==> src/rtl/sc_defs.svh <==
// register offsets, field positions, reset values and timing counts
// assumes a 32-bit avalon-mm slave with byte addressing
`ifndef SC_DEFS_SVH
`define SC_DEFS_SVH
// ==========================================================
// register byte offsets
`define SC_CTRL_OFS 4'h0
`define SC_STAT_OFS 4'h4
`define SC_TXD_OFS 4'h8
`define SC_RXD_OFS 4'hC
// ==========================================================
// control register fields
`define SC_CTRL_TE 0
`define SC_CTRL_RE 1
`define SC_CTRL_TIE 2
`define SC_CTRL_RIE 3
`define SC_CTRL_ODD 4
`define SC_CTRL_RST 5'h00
// ==========================================================
// status register fields
`define SC_ST_PER 0
`define SC_ST_ERS 1
`define SC_ST_OVERRUN_FLAG 2
`define SC_ST_RECEIVE_FULL_FLAG 3
`define SC_ST_TRANSMIT_END_FLAG 4
`define SC_STAT_RST 5'h10
// ==========================================================
// bit timing, in base clock cycles and in bits
`define SC_BASE_PER_BIT 372
`define SC_SAMPLE_AT 186
`define SC_FRAME_BITS 10
`define SC_GUARD_BITS 2
`endif

==> src/rtl/sc_pkg.sv <==
// types shared by the smart card serial block
// constants live in sc_defs.svh
package sc_pkg;
  typedef struct packed {
    logic [7:0] data;
    logic odd;
  } sc_char_s;
  typedef struct packed {
    logic tx_end;
    logic rx_full;
    logic ovr;
    logic ers;
    logic perr;
  } sc_flags_s;
endpackage

==> src/rtl/sc_base_gen.sv <==
// base clock tick generator: one tick per base clock cycle
// assumes a divisor of one or more reference clock cycles
`timescale 1ns/100ps
module sc_base_gen #(
  parameter int DIV_W = 16
) (
  input wire logic ref_clk_i,
  input wire logic arst_n_i,
  input wire logic [DIV_W-1:0] div_i,
  output logic tick_o
);
  logic [DIV_W-1:0] cnt_reg;
  always_ff @(posedge ref_clk_i or negedge arst_n_i) begin
    if (!arst_n_i) begin
      cnt_reg <= '0;
      tick_o <= 1'b0;
    end else if (cnt_reg >= div_i) begin
      cnt_reg <= '0;
      tick_o <= 1'b1;
    end else begin
      cnt_reg <= cnt_reg + 1'b1;
      tick_o <= 1'b0;
    end
  end
endmodule // sc_base_gen

==> src/rtl/sc_sync.sv <==
// two flip-flop synchroniser for a pin level
// assumes the input is asynchronous to ref_clk_i
`timescale 1ns/100ps
module sc_sync (
  input wire logic ref_clk_i,
  input wire logic arst_n_i,
  input wire logic d_i,
  output logic q_o
);
  logic meta_reg;
  always_ff @(posedge ref_clk_i or negedge arst_n_i) begin
    if (!arst_n_i) begin
      meta_reg <= 1'b1;
      q_o <= 1'b1;
    end else begin
      meta_reg <= d_i;
      q_o <= meta_reg;
    end
  end
endmodule // sc_sync

==> src/rtl/smart_card_serial_retransmit.sv <==
// smart card half-duplex serial unit with parity retransmission
// assumes an avalon-mm master on ref_clk_i and a pulled-up data line
//
// Local design decisions: register access over Avalon-MM and the address map.
`timescale 1ns/100ps
`include "sc_defs.svh"
module smart_card_serial_retransmit #(
  parameter int DIV_W = 16,
  parameter logic [DIV_W-1:0] BASE_DIV = 1
) (
  input wire logic ref_clk_i,
  input wire logic arst_n_i,
  input wire logic [3:0] avs_address_i,
  input wire logic avs_read_i,
  input wire logic avs_write_i,
  input wire logic [31:0] avs_writedata_i,
  input wire logic [3:0] avs_byteenable_i,
  output logic [31:0] avs_readdata_o,
  output logic avs_waitrequest_o,
  input wire logic data_i,
  output logic data_o,
  output logic data_oe_o,
  output logic comm_error_interrupt_o,
  output logic receive_full_interrupt_o,
  output logic transmit_empty_interrupt_o,
  output sc_pkg::sc_flags_s flags_o
);
  import sc_pkg::*;

  // ==========================================================
  // elaboration checks
  if (DIV_W < 1 || BASE_DIV == '0) begin : g_bad_div
    $error("bad base divider");
  end
  if (`SC_SAMPLE_AT >= `SC_BASE_PER_BIT || `SC_BASE_PER_BIT > 512) begin : g_bad_bit
    $error("bit timing does not fit the nine bit counter");
  end
  if (`SC_FRAME_BITS + `SC_GUARD_BITS > 16) begin : g_bad_frame
    $error("frame does not fit the four bit counter");
  end

  localparam logic [8:0] BIT_LAST = 9'(`SC_BASE_PER_BIT - 1);
  localparam logic [8:0] SAMPLE_CNT = 9'(`SC_SAMPLE_AT - 1);
  localparam logic [3:0] PAR_BIT = 4'(`SC_FRAME_BITS - 1);
  localparam logic [3:0] GUARD_END = 4'(`SC_FRAME_BITS + `SC_GUARD_BITS - 1);

  typedef enum {S_IDLE, S_RX, S_TX} mode_e;

  // ==========================================================
  // base clock and pin synchroniser
  logic tick;
  logic line;
  sc_base_gen #(.DIV_W(DIV_W)) u_base (
    .ref_clk_i(ref_clk_i),
    .arst_n_i(arst_n_i),
    .div_i(BASE_DIV),
    .tick_o(tick)
  );
  sc_sync u_sync (
    .ref_clk_i(ref_clk_i),
    .arst_n_i(arst_n_i),
    .d_i(data_i),
    .q_o(line)
  );

  // ==========================================================
  // registers
  logic [4:0] ctrl_reg;
  sc_flags_s flags_reg;
  sc_char_s tx_reg;
  logic [7:0] rx_data_reg;
  logic ack_reg;
  logic wr_go, rd_go;
  logic wr_ctrl, wr_txd;
  // writes land in the cycle that shows waitrequest low
  assign wr_go = avs_write_i && ack_reg;
  // read data fetched a cycle early so it stands when waitrequest drops
  assign rd_go = avs_read_i && !ack_reg;
  assign wr_ctrl = wr_go && avs_address_i == `SC_CTRL_OFS && avs_byteenable_i[0];
  assign wr_txd = wr_go && avs_address_i == `SC_TXD_OFS && avs_byteenable_i[0];

  // ==========================================================
  // frame engine
  mode_e mode_reg;
  logic [8:0] bcnt_reg;
  logic [3:0] bit_reg;
  logic [8:0] shift_reg;
  logic line_d_reg;
  logic err_reg;
  logic tx_pend_reg;
  logic bit_end, sample;
  logic rx_par_ok;
  logic ev_perr, ev_rxok, ev_ers, ev_txok, ev_ovr;
  logic par_end, guard_end;
  assign bit_end = tick && (bcnt_reg == BIT_LAST);
  assign sample = tick && (bcnt_reg == SAMPLE_CNT);
  assign par_end = bit_end && bit_reg == PAR_BIT;
  assign guard_end = bit_end && bit_reg == GUARD_END;
  // shift_reg[8] is the parity bit once all nine are in
  assign rx_par_ok = ((^shift_reg) ^ ctrl_reg[`SC_CTRL_ODD]) == 1'b0;

  always_ff @(posedge ref_clk_i or negedge arst_n_i) begin
    if (!arst_n_i) begin
      line_d_reg <= 1'b1;
    end else begin
      line_d_reg <= line;
    end
  end

  always_ff @(posedge ref_clk_i or negedge arst_n_i) begin
    if (!arst_n_i) begin
      mode_reg <= S_IDLE;
      bcnt_reg <= '0;
      bit_reg <= '0;
      shift_reg <= '0;
      err_reg <= 1'b0;
      data_o <= 1'b1;
      data_oe_o <= 1'b0;
    end else begin
      unique case (mode_reg)
        S_IDLE: begin
          data_oe_o <= 1'b0;
          bcnt_reg <= '0;
          bit_reg <= '0;
          err_reg <= 1'b0;
          // a pending character goes first when both directions are on
          if (ctrl_reg[`SC_CTRL_TE] && tx_pend_reg) begin
            mode_reg <= S_TX;
            shift_reg <= {(^tx_reg.data) ^ tx_reg.odd, tx_reg.data};
            data_o <= 1'b0;
            data_oe_o <= 1'b1;
          end else if (ctrl_reg[`SC_CTRL_RE] && line_d_reg && !line) begin
            mode_reg <= S_RX;
          end
        end
        S_RX: begin
          if (tick) begin
            bcnt_reg <= bit_end ? 9'h000 : bcnt_reg + 9'h001;
          end
          if (sample && bit_reg >= 4'h1 && bit_reg <= PAR_BIT) begin
            shift_reg <= {line, shift_reg[8:1]};
          end
          if (bit_end) begin
            bit_reg <= bit_reg + 4'h1;
            if (bit_reg == PAR_BIT && !rx_par_ok) begin
              data_o <= 1'b0;
              data_oe_o <= 1'b1;
            end else begin
              data_oe_o <= 1'b0;
            end
            if (bit_reg == PAR_BIT + 4'h1) begin
              data_oe_o <= 1'b0;
            end
            if (bit_reg == GUARD_END) begin
              mode_reg <= S_IDLE;
            end
          end
        end
        S_TX: begin
          if (tick) begin
            bcnt_reg <= bit_end ? 9'h000 : bcnt_reg + 9'h001;
          end
          if (sample && bit_reg == PAR_BIT + 4'h1 && !line) begin
            err_reg <= 1'b1;
          end
          if (bit_end) begin
            bit_reg <= bit_reg + 4'h1;
            if (bit_reg < PAR_BIT) begin
              data_o <= shift_reg[0];
              shift_reg <= {1'b1, shift_reg[8:1]};
              data_oe_o <= 1'b1;
            end else begin
              data_o <= 1'b1;
              data_oe_o <= 1'b0;
            end
            if (bit_reg == GUARD_END) begin
              mode_reg <= S_IDLE;
            end
          end
        end
      endcase
    end
  end

  assign ev_perr = (mode_reg == S_RX) && par_end && !rx_par_ok;
  assign ev_rxok = (mode_reg == S_RX) && par_end && rx_par_ok;
  assign ev_ovr = ev_rxok && flags_reg.rx_full;
  assign ev_ers = (mode_reg == S_TX) && guard_end && err_reg;
  assign ev_txok = (mode_reg == S_TX) && guard_end && !err_reg;

  // ==========================================================
  // transmit holding: kept after an error signal for retransmit
  always_ff @(posedge ref_clk_i or negedge arst_n_i) begin
    if (!arst_n_i) begin
      tx_reg <= '0;
      tx_pend_reg <= 1'b0;
    end else if (wr_txd) begin
      tx_reg.data <= avs_writedata_i[7:0];
      // parity sense frozen with the character for its retransmissions
      tx_reg.odd <= ctrl_reg[`SC_CTRL_ODD];
      tx_pend_reg <= 1'b1;
    end else if (ev_txok) begin
      tx_pend_reg <= 1'b0;
    end
  end

  always_ff @(posedge ref_clk_i or negedge arst_n_i) begin
    if (!arst_n_i) begin
      rx_data_reg <= '0;
    end else if (mode_reg == S_RX && par_end) begin
      rx_data_reg <= shift_reg[7:0];
    end
  end

  // ==========================================================
  // control register
  always_ff @(posedge ref_clk_i or negedge arst_n_i) begin
    if (!arst_n_i) begin
      ctrl_reg <= `SC_CTRL_RST;
    end else if (wr_ctrl) begin
      ctrl_reg <= avs_writedata_i[4:0];
    end
  end

  // ==========================================================
  // status flags: write 0 clears all but tx_end (cleared by a transmit data write), hardware set wins
  logic st_wr;
  logic [4:0] clr;
  assign st_wr = wr_go && avs_address_i == `SC_STAT_OFS && avs_byteenable_i[0];
  assign clr = st_wr ? ~avs_writedata_i[4:0] : 5'h00;

  always_ff @(posedge ref_clk_i or negedge arst_n_i) begin
    if (!arst_n_i) begin
      flags_reg <= `SC_STAT_RST;
    end else begin
      flags_reg.perr <= ev_perr | (flags_reg.perr & ~clr[`SC_ST_PER]);
      flags_reg.ers <= ev_ers | (flags_reg.ers & ~clr[`SC_ST_ERS]);
      flags_reg.ovr <= ev_ovr | (flags_reg.ovr & ~clr[`SC_ST_OVERRUN_FLAG]);
      flags_reg.rx_full <= ev_rxok | (flags_reg.rx_full & ~clr[`SC_ST_RECEIVE_FULL_FLAG]);
      if (ev_txok) begin
        flags_reg.tx_end <= 1'b1;
      end else if (wr_txd) begin
        flags_reg.tx_end <= 1'b0;
      end
    end
  end

  // ==========================================================
  // interrupts: transmit end drives transmit_empty_interrupt_o
  always_ff @(posedge ref_clk_i or negedge arst_n_i) begin
    if (!arst_n_i) begin
      comm_error_interrupt_o <= 1'b0;
      receive_full_interrupt_o <= 1'b0;
      transmit_empty_interrupt_o <= 1'b0;
      flags_o <= `SC_STAT_RST;
    end else begin
      comm_error_interrupt_o <= ctrl_reg[`SC_CTRL_RIE] &
        (flags_reg.perr | flags_reg.ers | flags_reg.ovr);
      receive_full_interrupt_o <= ctrl_reg[`SC_CTRL_RIE] & flags_reg.rx_full;
      transmit_empty_interrupt_o <= ctrl_reg[`SC_CTRL_TIE] & flags_reg.tx_end;
      flags_o <= flags_reg;
    end
  end

  // ==========================================================
  // avalon slave: one wait cycle per access
  always_ff @(posedge ref_clk_i or negedge arst_n_i) begin
    if (!arst_n_i) begin
      ack_reg <= 1'b0;
      avs_waitrequest_o <= 1'b1;
      avs_readdata_o <= '0;
    end else begin
      ack_reg <= (avs_read_i || avs_write_i) && !ack_reg;
      // registered inverse of the next ack_reg
      avs_waitrequest_o <= !((avs_read_i || avs_write_i) && !ack_reg);
      if (rd_go) begin
        unique case (avs_address_i)
          `SC_CTRL_OFS: avs_readdata_o <= {27'h0, ctrl_reg};
          `SC_STAT_OFS: avs_readdata_o <= {27'h0, flags_reg};
          `SC_TXD_OFS: avs_readdata_o <= {24'h0, tx_reg.data};
          `SC_RXD_OFS: avs_readdata_o <= {24'h0, rx_data_reg};
          default: avs_readdata_o <= 32'h0;
        endcase
      end
    end
  end
endmodule // smart_card_serial_retransmit
==> config.mk <==
export PLATFORM = sky130hd
export DESIGN_NAME = smart_card_serial_retransmit
export DESIGN_NICKNAME = d
export VERILOG_FILES = /design/src/rtl/sc_pkg.sv /design/src/rtl/sc_base_gen.sv /design/src/rtl/sc_sync.sv /design/src/rtl/smart_card_serial_retransmit.sv
export VERILOG_INCLUDE_DIRS = /design/src /design/src/rtl
export SDC_FILE = /design/constraint.sdc
export NUM_CORES = 1
export LEC_CHECK = 0
export BUFFER_PORTS_ARGS = -buffer_cell sky130_fd_sc_hd__buf_2
export CORE_ASPECT_RATIO = 1.4
export CORE_MARGIN = 2
export CORE_UTILIZATION = 37
export CTS_CLUSTER_DIAMETER = 80
export DETAILED_ROUTE_END_ITERATION = 6
export GPL_ROUTABILITY_DRIVEN = 0
export GPL_TIMING_DRIVEN = 1
export SLEW_MARGIN = 20
export SYNTH_ARGS = -nofsm -noshare
export SYNTH_HDL_FRONTEND = slang
export SYNTH_SLANG_ARGS = --single-unit
==> constraint.sdc <==
create_clock -name ref_clk_i -period 2 [get_ports ref_clk_i]
set_input_delay 0.3 -clock ref_clk_i [delete_from_list [all_inputs] [get_ports ref_clk_i]]
set_output_delay 0.3 -clock ref_clk_i [all_outputs]
set_load 0.01 [all_outputs]
* Word-level counts from Yosys, hierarchy flattened
Cells that the tools add are included.
** Operators by class
- $add $sub $neg :: 3
- $lt $le $gt $ge :: 4
- Equal/unequal tests :: 23
- Multiplexer cells :: 38
- Bitwise logic cells :: 21
- Reduce and logical (&&, ||, !) cells :: 45
** Operators with widths (count)
- $mux W32 :: 4
- $eq A32 B2 Y1 const B :: 2
- $pmux W32 S2 :: 1
- $mux W9 :: 6
- $eq A32 B1 Y1 const B :: 1
- $eq A32 B3 Y1 const B :: 1
- $logic_not A32 Y1 :: 1
- $pmux W8 S4 :: 1
- $logic_and A1 B1 Y1 :: 28
- $pmux W9 S3 :: 1
- $eq A4 B4 Y1 const B :: 5
- $pmux W9 S2 :: 1
- $mux W1 :: 17
- $add A16 B1 Y16 const B :: 1
- $ge A16 B1 Y1 const B :: 1
- $mux W16 :: 1
- $ne A2 B2 Y1 const B :: 7
- $add A9 B1 Y9 const B :: 1
- $eq A9 B8 Y1 const B :: 1
- $eq A9 B9 Y1 const B :: 1
- $reduce_xor A9 Y1 :: 1
- $mux W4 :: 2
- $pmux W4 S2 :: 1
- $reduce_and A4 Y1 :: 2
- 22 further kinds :: 46
** Word-level totals
- Register bits :: 147
- Logic and storage cells :: 167

* Depth between registers and ports, before layout
- Word-level depth :: 7
- Gate-level depth with buffers :: 8

* By module
From an unflattened synthesis, not the netlist that was laid out.
** Unflattened totals
- Cell total of the unflattened synthesis :: 452
- Area total of the unflattened synthesis :: 5036.1 um2
** Modules (own cells, without submodules)
- smart_card_serial_retransmit :: times used 1, cells each 322, area an instance 3831.2 um2, sequential area each 1858.0 um2
- sc_base_gen :: times used 1, cells each 128, area an instance 1152.4 um2, sequential area each 425.4 um2
- sc_sync :: times used 1, cells each 2, area an instance 52.6 um2, sequential area each 52.6 um2

* Worst setup path after synthesis
Ideal clock, no wire load.
- Path type :: flip-flop to flip-flop
- Start point :: reg bcnt_reg[2]
- End point :: reg shift_reg[0]
- Setup time :: 0.125 ns
- Arrival time :: 1.709 ns
- Required time :: 1.875 ns
- Path slack :: 0.166 ns
- Stages on the path, launching flop included :: 7
- Buffers on the path :: 1
- Period minus slack after synthesis :: 1.834 ns
- Cells stage by stage :: dfrtp_1 > nor4b_4 > nand4_4 > o21ai_1 > and3_1 > buf_6 > mux2_4
** On the way
- Cells in the longest elaborated chain, start to end :: 6
** Ends and longest elaborated chain
- start, declared :: line smart_card_serial_retransmit.sv:85 : logic [8:0] bcnt_reg;
- start signal, assigned :: line smart_card_serial_retransmit.sv:138 : bcnt_reg <= bit_end ? 9'h000 : bcnt_reg + 9'h001;
- start signal, assigned :: line smart_card_serial_retransmit.sv:161 : bcnt_reg <= bit_end ? 9'h000 : bcnt_reg + 9'h001;
- $eq A9 B8 Y1 :: line smart_card_serial_retransmit.sv:96 : assign sample = tick && (bcnt_reg == SAMPLE_CNT);
- $logic_and A1 B1 Y1 :: line smart_card_serial_retransmit.sv:96
- $logic_and A1 B1 Y1 (2 in a row) :: line smart_card_serial_retransmit.sv:140 : if (sample && bit_reg >= 4'h1 && bit_reg <= PAR_BIT) begin
- $ne A2 B2 Y1 (no line)
- $reduce_and A4 Y1 (no line) (*)
- end signal, assigned :: line smart_card_serial_retransmit.sv:129 : shift_reg <= {(^tx_reg.data) ^ tx_reg.odd, tx_reg.data};
- end signal, assigned :: line smart_card_serial_retransmit.sv:141 : shift_reg <= {line, shift_reg[8:1]};
- end signal, assigned :: line smart_card_serial_retransmit.sv:170 : shift_reg <= {1'b1, shift_reg[8:1]};
- end, declared :: line smart_card_serial_retransmit.sv:87 : logic [8:0] shift_reg;
Mark *: on every way between the ends. The rest lies on a longest branch, timed or not.
A chain may end at the register's enable or synchronous reset.

* Final worst setup path
- Start point :: reg bit_reg[0]
- End point :: reg shift_reg[0]
** On the way
- Cells in the longest elaborated chain, start to end :: 5
** Ends and longest elaborated chain
- start, declared :: line smart_card_serial_retransmit.sv:86 : logic [3:0] bit_reg;
- start signal, assigned :: line smart_card_serial_retransmit.sv:144 : bit_reg <= bit_reg + 4'h1;
- start signal, assigned :: line smart_card_serial_retransmit.sv:167 : bit_reg <= bit_reg + 4'h1;
- $ge A4 B1 Y1 :: line smart_card_serial_retransmit.sv:140
- $logic_and A1 B1 Y1 (2 in a row) :: line smart_card_serial_retransmit.sv:140
- $ne A2 B2 Y1 (no line)
- $reduce_and A4 Y1 (no line) (*)
Marked as above.

==> impl_metrics.csv <==
group,metric,value,unit
outcome,status,"finished clean",
flow_run,maxCapViolations,0,
floorplan,core_area,11800,um2
floorplan,num_rows,47,
cts,cts_max_level,3,
floorplan,die-area,12900,um2
finish,fin_nets,492,
placed_design,hpwlAfterDp,6290,um
finish,layout-drive-gt1-share,0.293,
critical_path,cp.arrival,2.16,ns
power_and_ir_drop,ir_worst_vdd,0.511,mV
sta,hold_slack,0.0526,ns
floorplan,ios,88,
floorplan,dieWidth,96.5,um
sta,hold_viol,0,
drt,drc,0,
finish,final_cells,587,
logic_synthesis,yosysTopAreaCellShare,0.486,
cts,clock-sinks,93,
placed_design,postPlaceCellArea,4850,um2
finish,nFillCells,1105,
logic_synthesis,synth_cells,365,
logic_synthesis,ys.flop_type,"dfrtp_1",
cts,clk_pin_slew,0.06,ns
cts,clock_latency,0.34,ns
logic_synthesis,synth_cell_types,53,
global_route,grt_use_total,0.145,
cts,cts_buffer_depth,2,
floorplan,die_y,133,um
drt,wl,8640,um
logic_synthesis,seq_area_frac_synth,0.527,
worst_hold_path,min-delay-path-class,"primary input to register",
finish,utilization,0.445,
drt,drtIter0Drc,113,
power_and_ir_drop,leakagePower,2.44,nW
sta,worst_pin_slew,0.572,ns
logic_synthesis,syn_avg_cell_area,12.1,um2
sta,period_needed,1.94,ns
critical_path,rrSetupSlack,0.06,ns
global_route,grt_max_degree,68,
worst_hold_path,hold_depth,1,
placed_design,dpl.cell_count,568,
finish,design_area,5240,um2
global_route,antenna_found_initial,0,
drt,ant_nets,0,
sta,drv_slew,0,
critical_path,crit_start,"bit_reg[0]",
logic_synthesis,synth_async_sr_flop_share,1.00,
critical_path,worstSetupPathType,"register to register",
finish,n_antenna_cell,0,
cts,numCtsBuffers,9,
global_route,grt_pass1_wl,14300,um
logic_synthesis,ys_ff_latch,93,
placed_design,port_buffers,36,
logic_synthesis,yosysWarnings,0,
critical_path,crit_fanout,9,
sta,finalSetupViolCount,0,
critical_path,crit_path_start_kind,"register",
sta,fin_crit_sh,0.969,
critical_path,critical_path.endpoint,"shift_reg[0]",
floorplan,start_util,0.377,
cts,cts_tree,"done",
logic_synthesis,synthTopCellsByArea,"dfrtp_1, mux2_2, dfstp_2",
logic_synthesis,synth_area_leader_cell,"dfrtp_1",
drt,avgViaCountPerCell,4.82,
critical_path,r2r_cells,8,
cts,clock-root-buffer,"clkbuf_16",
critical_path,crit_path_end_kind,"register",
global_route,grt_remaining_overflow,0,
logic_synthesis,netlist_area,4430,um2
power_and_ir_drop,powerDensity,1190,nW/um2
sta,setup_tns,0,ns
global_route,grt_pass1_vias,2933,
critical_path,cp.required,2.23,ns
logic_synthesis,synth-edff-count,0,
worst_hold_path,holdCritStartpoint,"data_i",
drt,drt_first_pass_iters,4,
sta,finClkSkew,0.00960,ns
critical_path,r2r-start,"bit_reg[0]",
finish,largest_reg_flops,16,
sta,maxSlewHeadroom,0.616,
drt,wl_per_cell,14.7,um
drt,vias,2830,
sta,max_freq,516,MHz
critical_path,timing.rr.end,"shift_reg[0]",
finish,area_delta_synth_final,18.2,%
[cell usage after synthesis (2+ instances only)]
master,instances
mux2i_1,5
ha_1,12
clkbuf_1,5
a22o_1,6
xnor2_1,13
nand3_1,6
mux2_2,22
a21oi_1,7
mux4_2,5
nor3_1,5
nor4_1,4
inv_1,16
buf_4,24
buf_6,2
o21ai_0,10
and2_1,4
nor2b_1,4
xor2_1,8
nand2b_1,3
buf_2,2
o22ai_1,2
o31ai_2,2
nor2_1,23
dfstp_2,7
mux2_4,9
dfrtp_1,86
and3_1,3
nand2_1,29
o2bb2ai_1,9
o31ai_1,5
nand4_1,5
[per-stage QoR]
| stage | power [W] | setup slack, ns |
|---|---|---|
| after detailed placement | 0.00440 | 0.0545 |
| after CTS | 0.00628 | 0.0113 |
| after global placement | 0.00435 | 0.0723 |
| after floorplan | 0.00375 | 0.166 |
| final | 0.00625 | 0.0622 |
| after global routing | 0.00661 | -0.0485 |
[critical path, cell delays in order (launching register included)]
cell,delay [ns]
dfrtp_1,0.40
inv_1,0.08
ha_1,0.17
nor2_1,0.05
o21a_1,0.17
o31ai_2,0.27
and3_4,0.24
buf_12,0.14
mux2_4,0.30
[power by group]
group / total (W) / switching (W) / internal (W)
Clock: 0.00186 / 0.000748 / 0.00111
Sequential: 0.00235 / 0.000230 / 0.00212
Combinational: 0.00204 / 0.00104 / 0.00101
[area by class of cell]
class	count	area, um2	area share
Sequential cell	93	2340	0.446
Multi-Input combinational cell	258	1960	0.375
Timing Repair Buffer	56	360	0.0688
Clock buffer	9	225	0.0430
Tap cell	147	184	0.0351
Clock inverter	7	104	0.0198
Inverter	17	63.8	0.0122
[worst min-delay path by stage]
stage	end	slack, ns
after floorplan	ack_reg	0.004
after global placement	flags_o[1]	0.24
after detailed placement	flags_o[1]	0.24
after CTS	u_sync.meta_reg	0.04
after global routing	u_sync.meta_reg	0.04
final	u_sync.meta_reg	0.05
[cells by family (layout without fill, tap and decap cells)]
logic type,after synthesis,after routing,synth area share
xor+xnor,24,24,0.0556
other cells,1,37,0.000846
compound gates,49,49,0.0796
fa+ha+maj,12,12,0.0339
mux,41,41,0.123
flops,93,93,0.527
simple gates,95,95,0.113
buf+inv,50,89,0.0666
[what timing repair did]
| item | in CTS | in global routing |
|---|---|---|
| hold endpoints to repair | 21 | 0 |
| setup endpoints to repair | 0 | 16 |
| hold buffers | 1 | 0 |
| setup buffers | 0 | 2 |
| resized for setup | 0 | 5 |
[per-layer routing]
layer  share of wire  wire [um]  GRT usage
met5               0          0          0
met3           0.037        322     0.0356
met2            0.55       4730      0.260
met4           0.023        201     0.0626
met1            0.39       3380      0.159
[cells in the final DEF (no fill, tap or decap), types with 4 or more instances in the layout]
cell	synthesis	final
a21oi_1	7	7
a22o_1	6	6
and2_1	4	4
buf_2	2	35
buf_4	24	18
clkbuf_16	0	9
conb_1	1	37
dfrtp_1	86	85
dfstp_2	7	7
ha_1	12	12
inv_1	16	16
mux2_2	22	22
mux2_4	9	9
mux2i_1	5	5
mux4_2	5	5
nand2_1	29	29
nand3_1	6	6
nand4_1	5	5
nor2_1	23	23
nor2b_1	4	4
nor3_1	5	5
nor4_1	4	4
o21ai_0	10	10
o2bb2ai_1	9	9
o31ai_1	5	4
xnor2_1	13	13
xor2_1	8	8
Note: power is estimated with default switching activity, not from simulation.
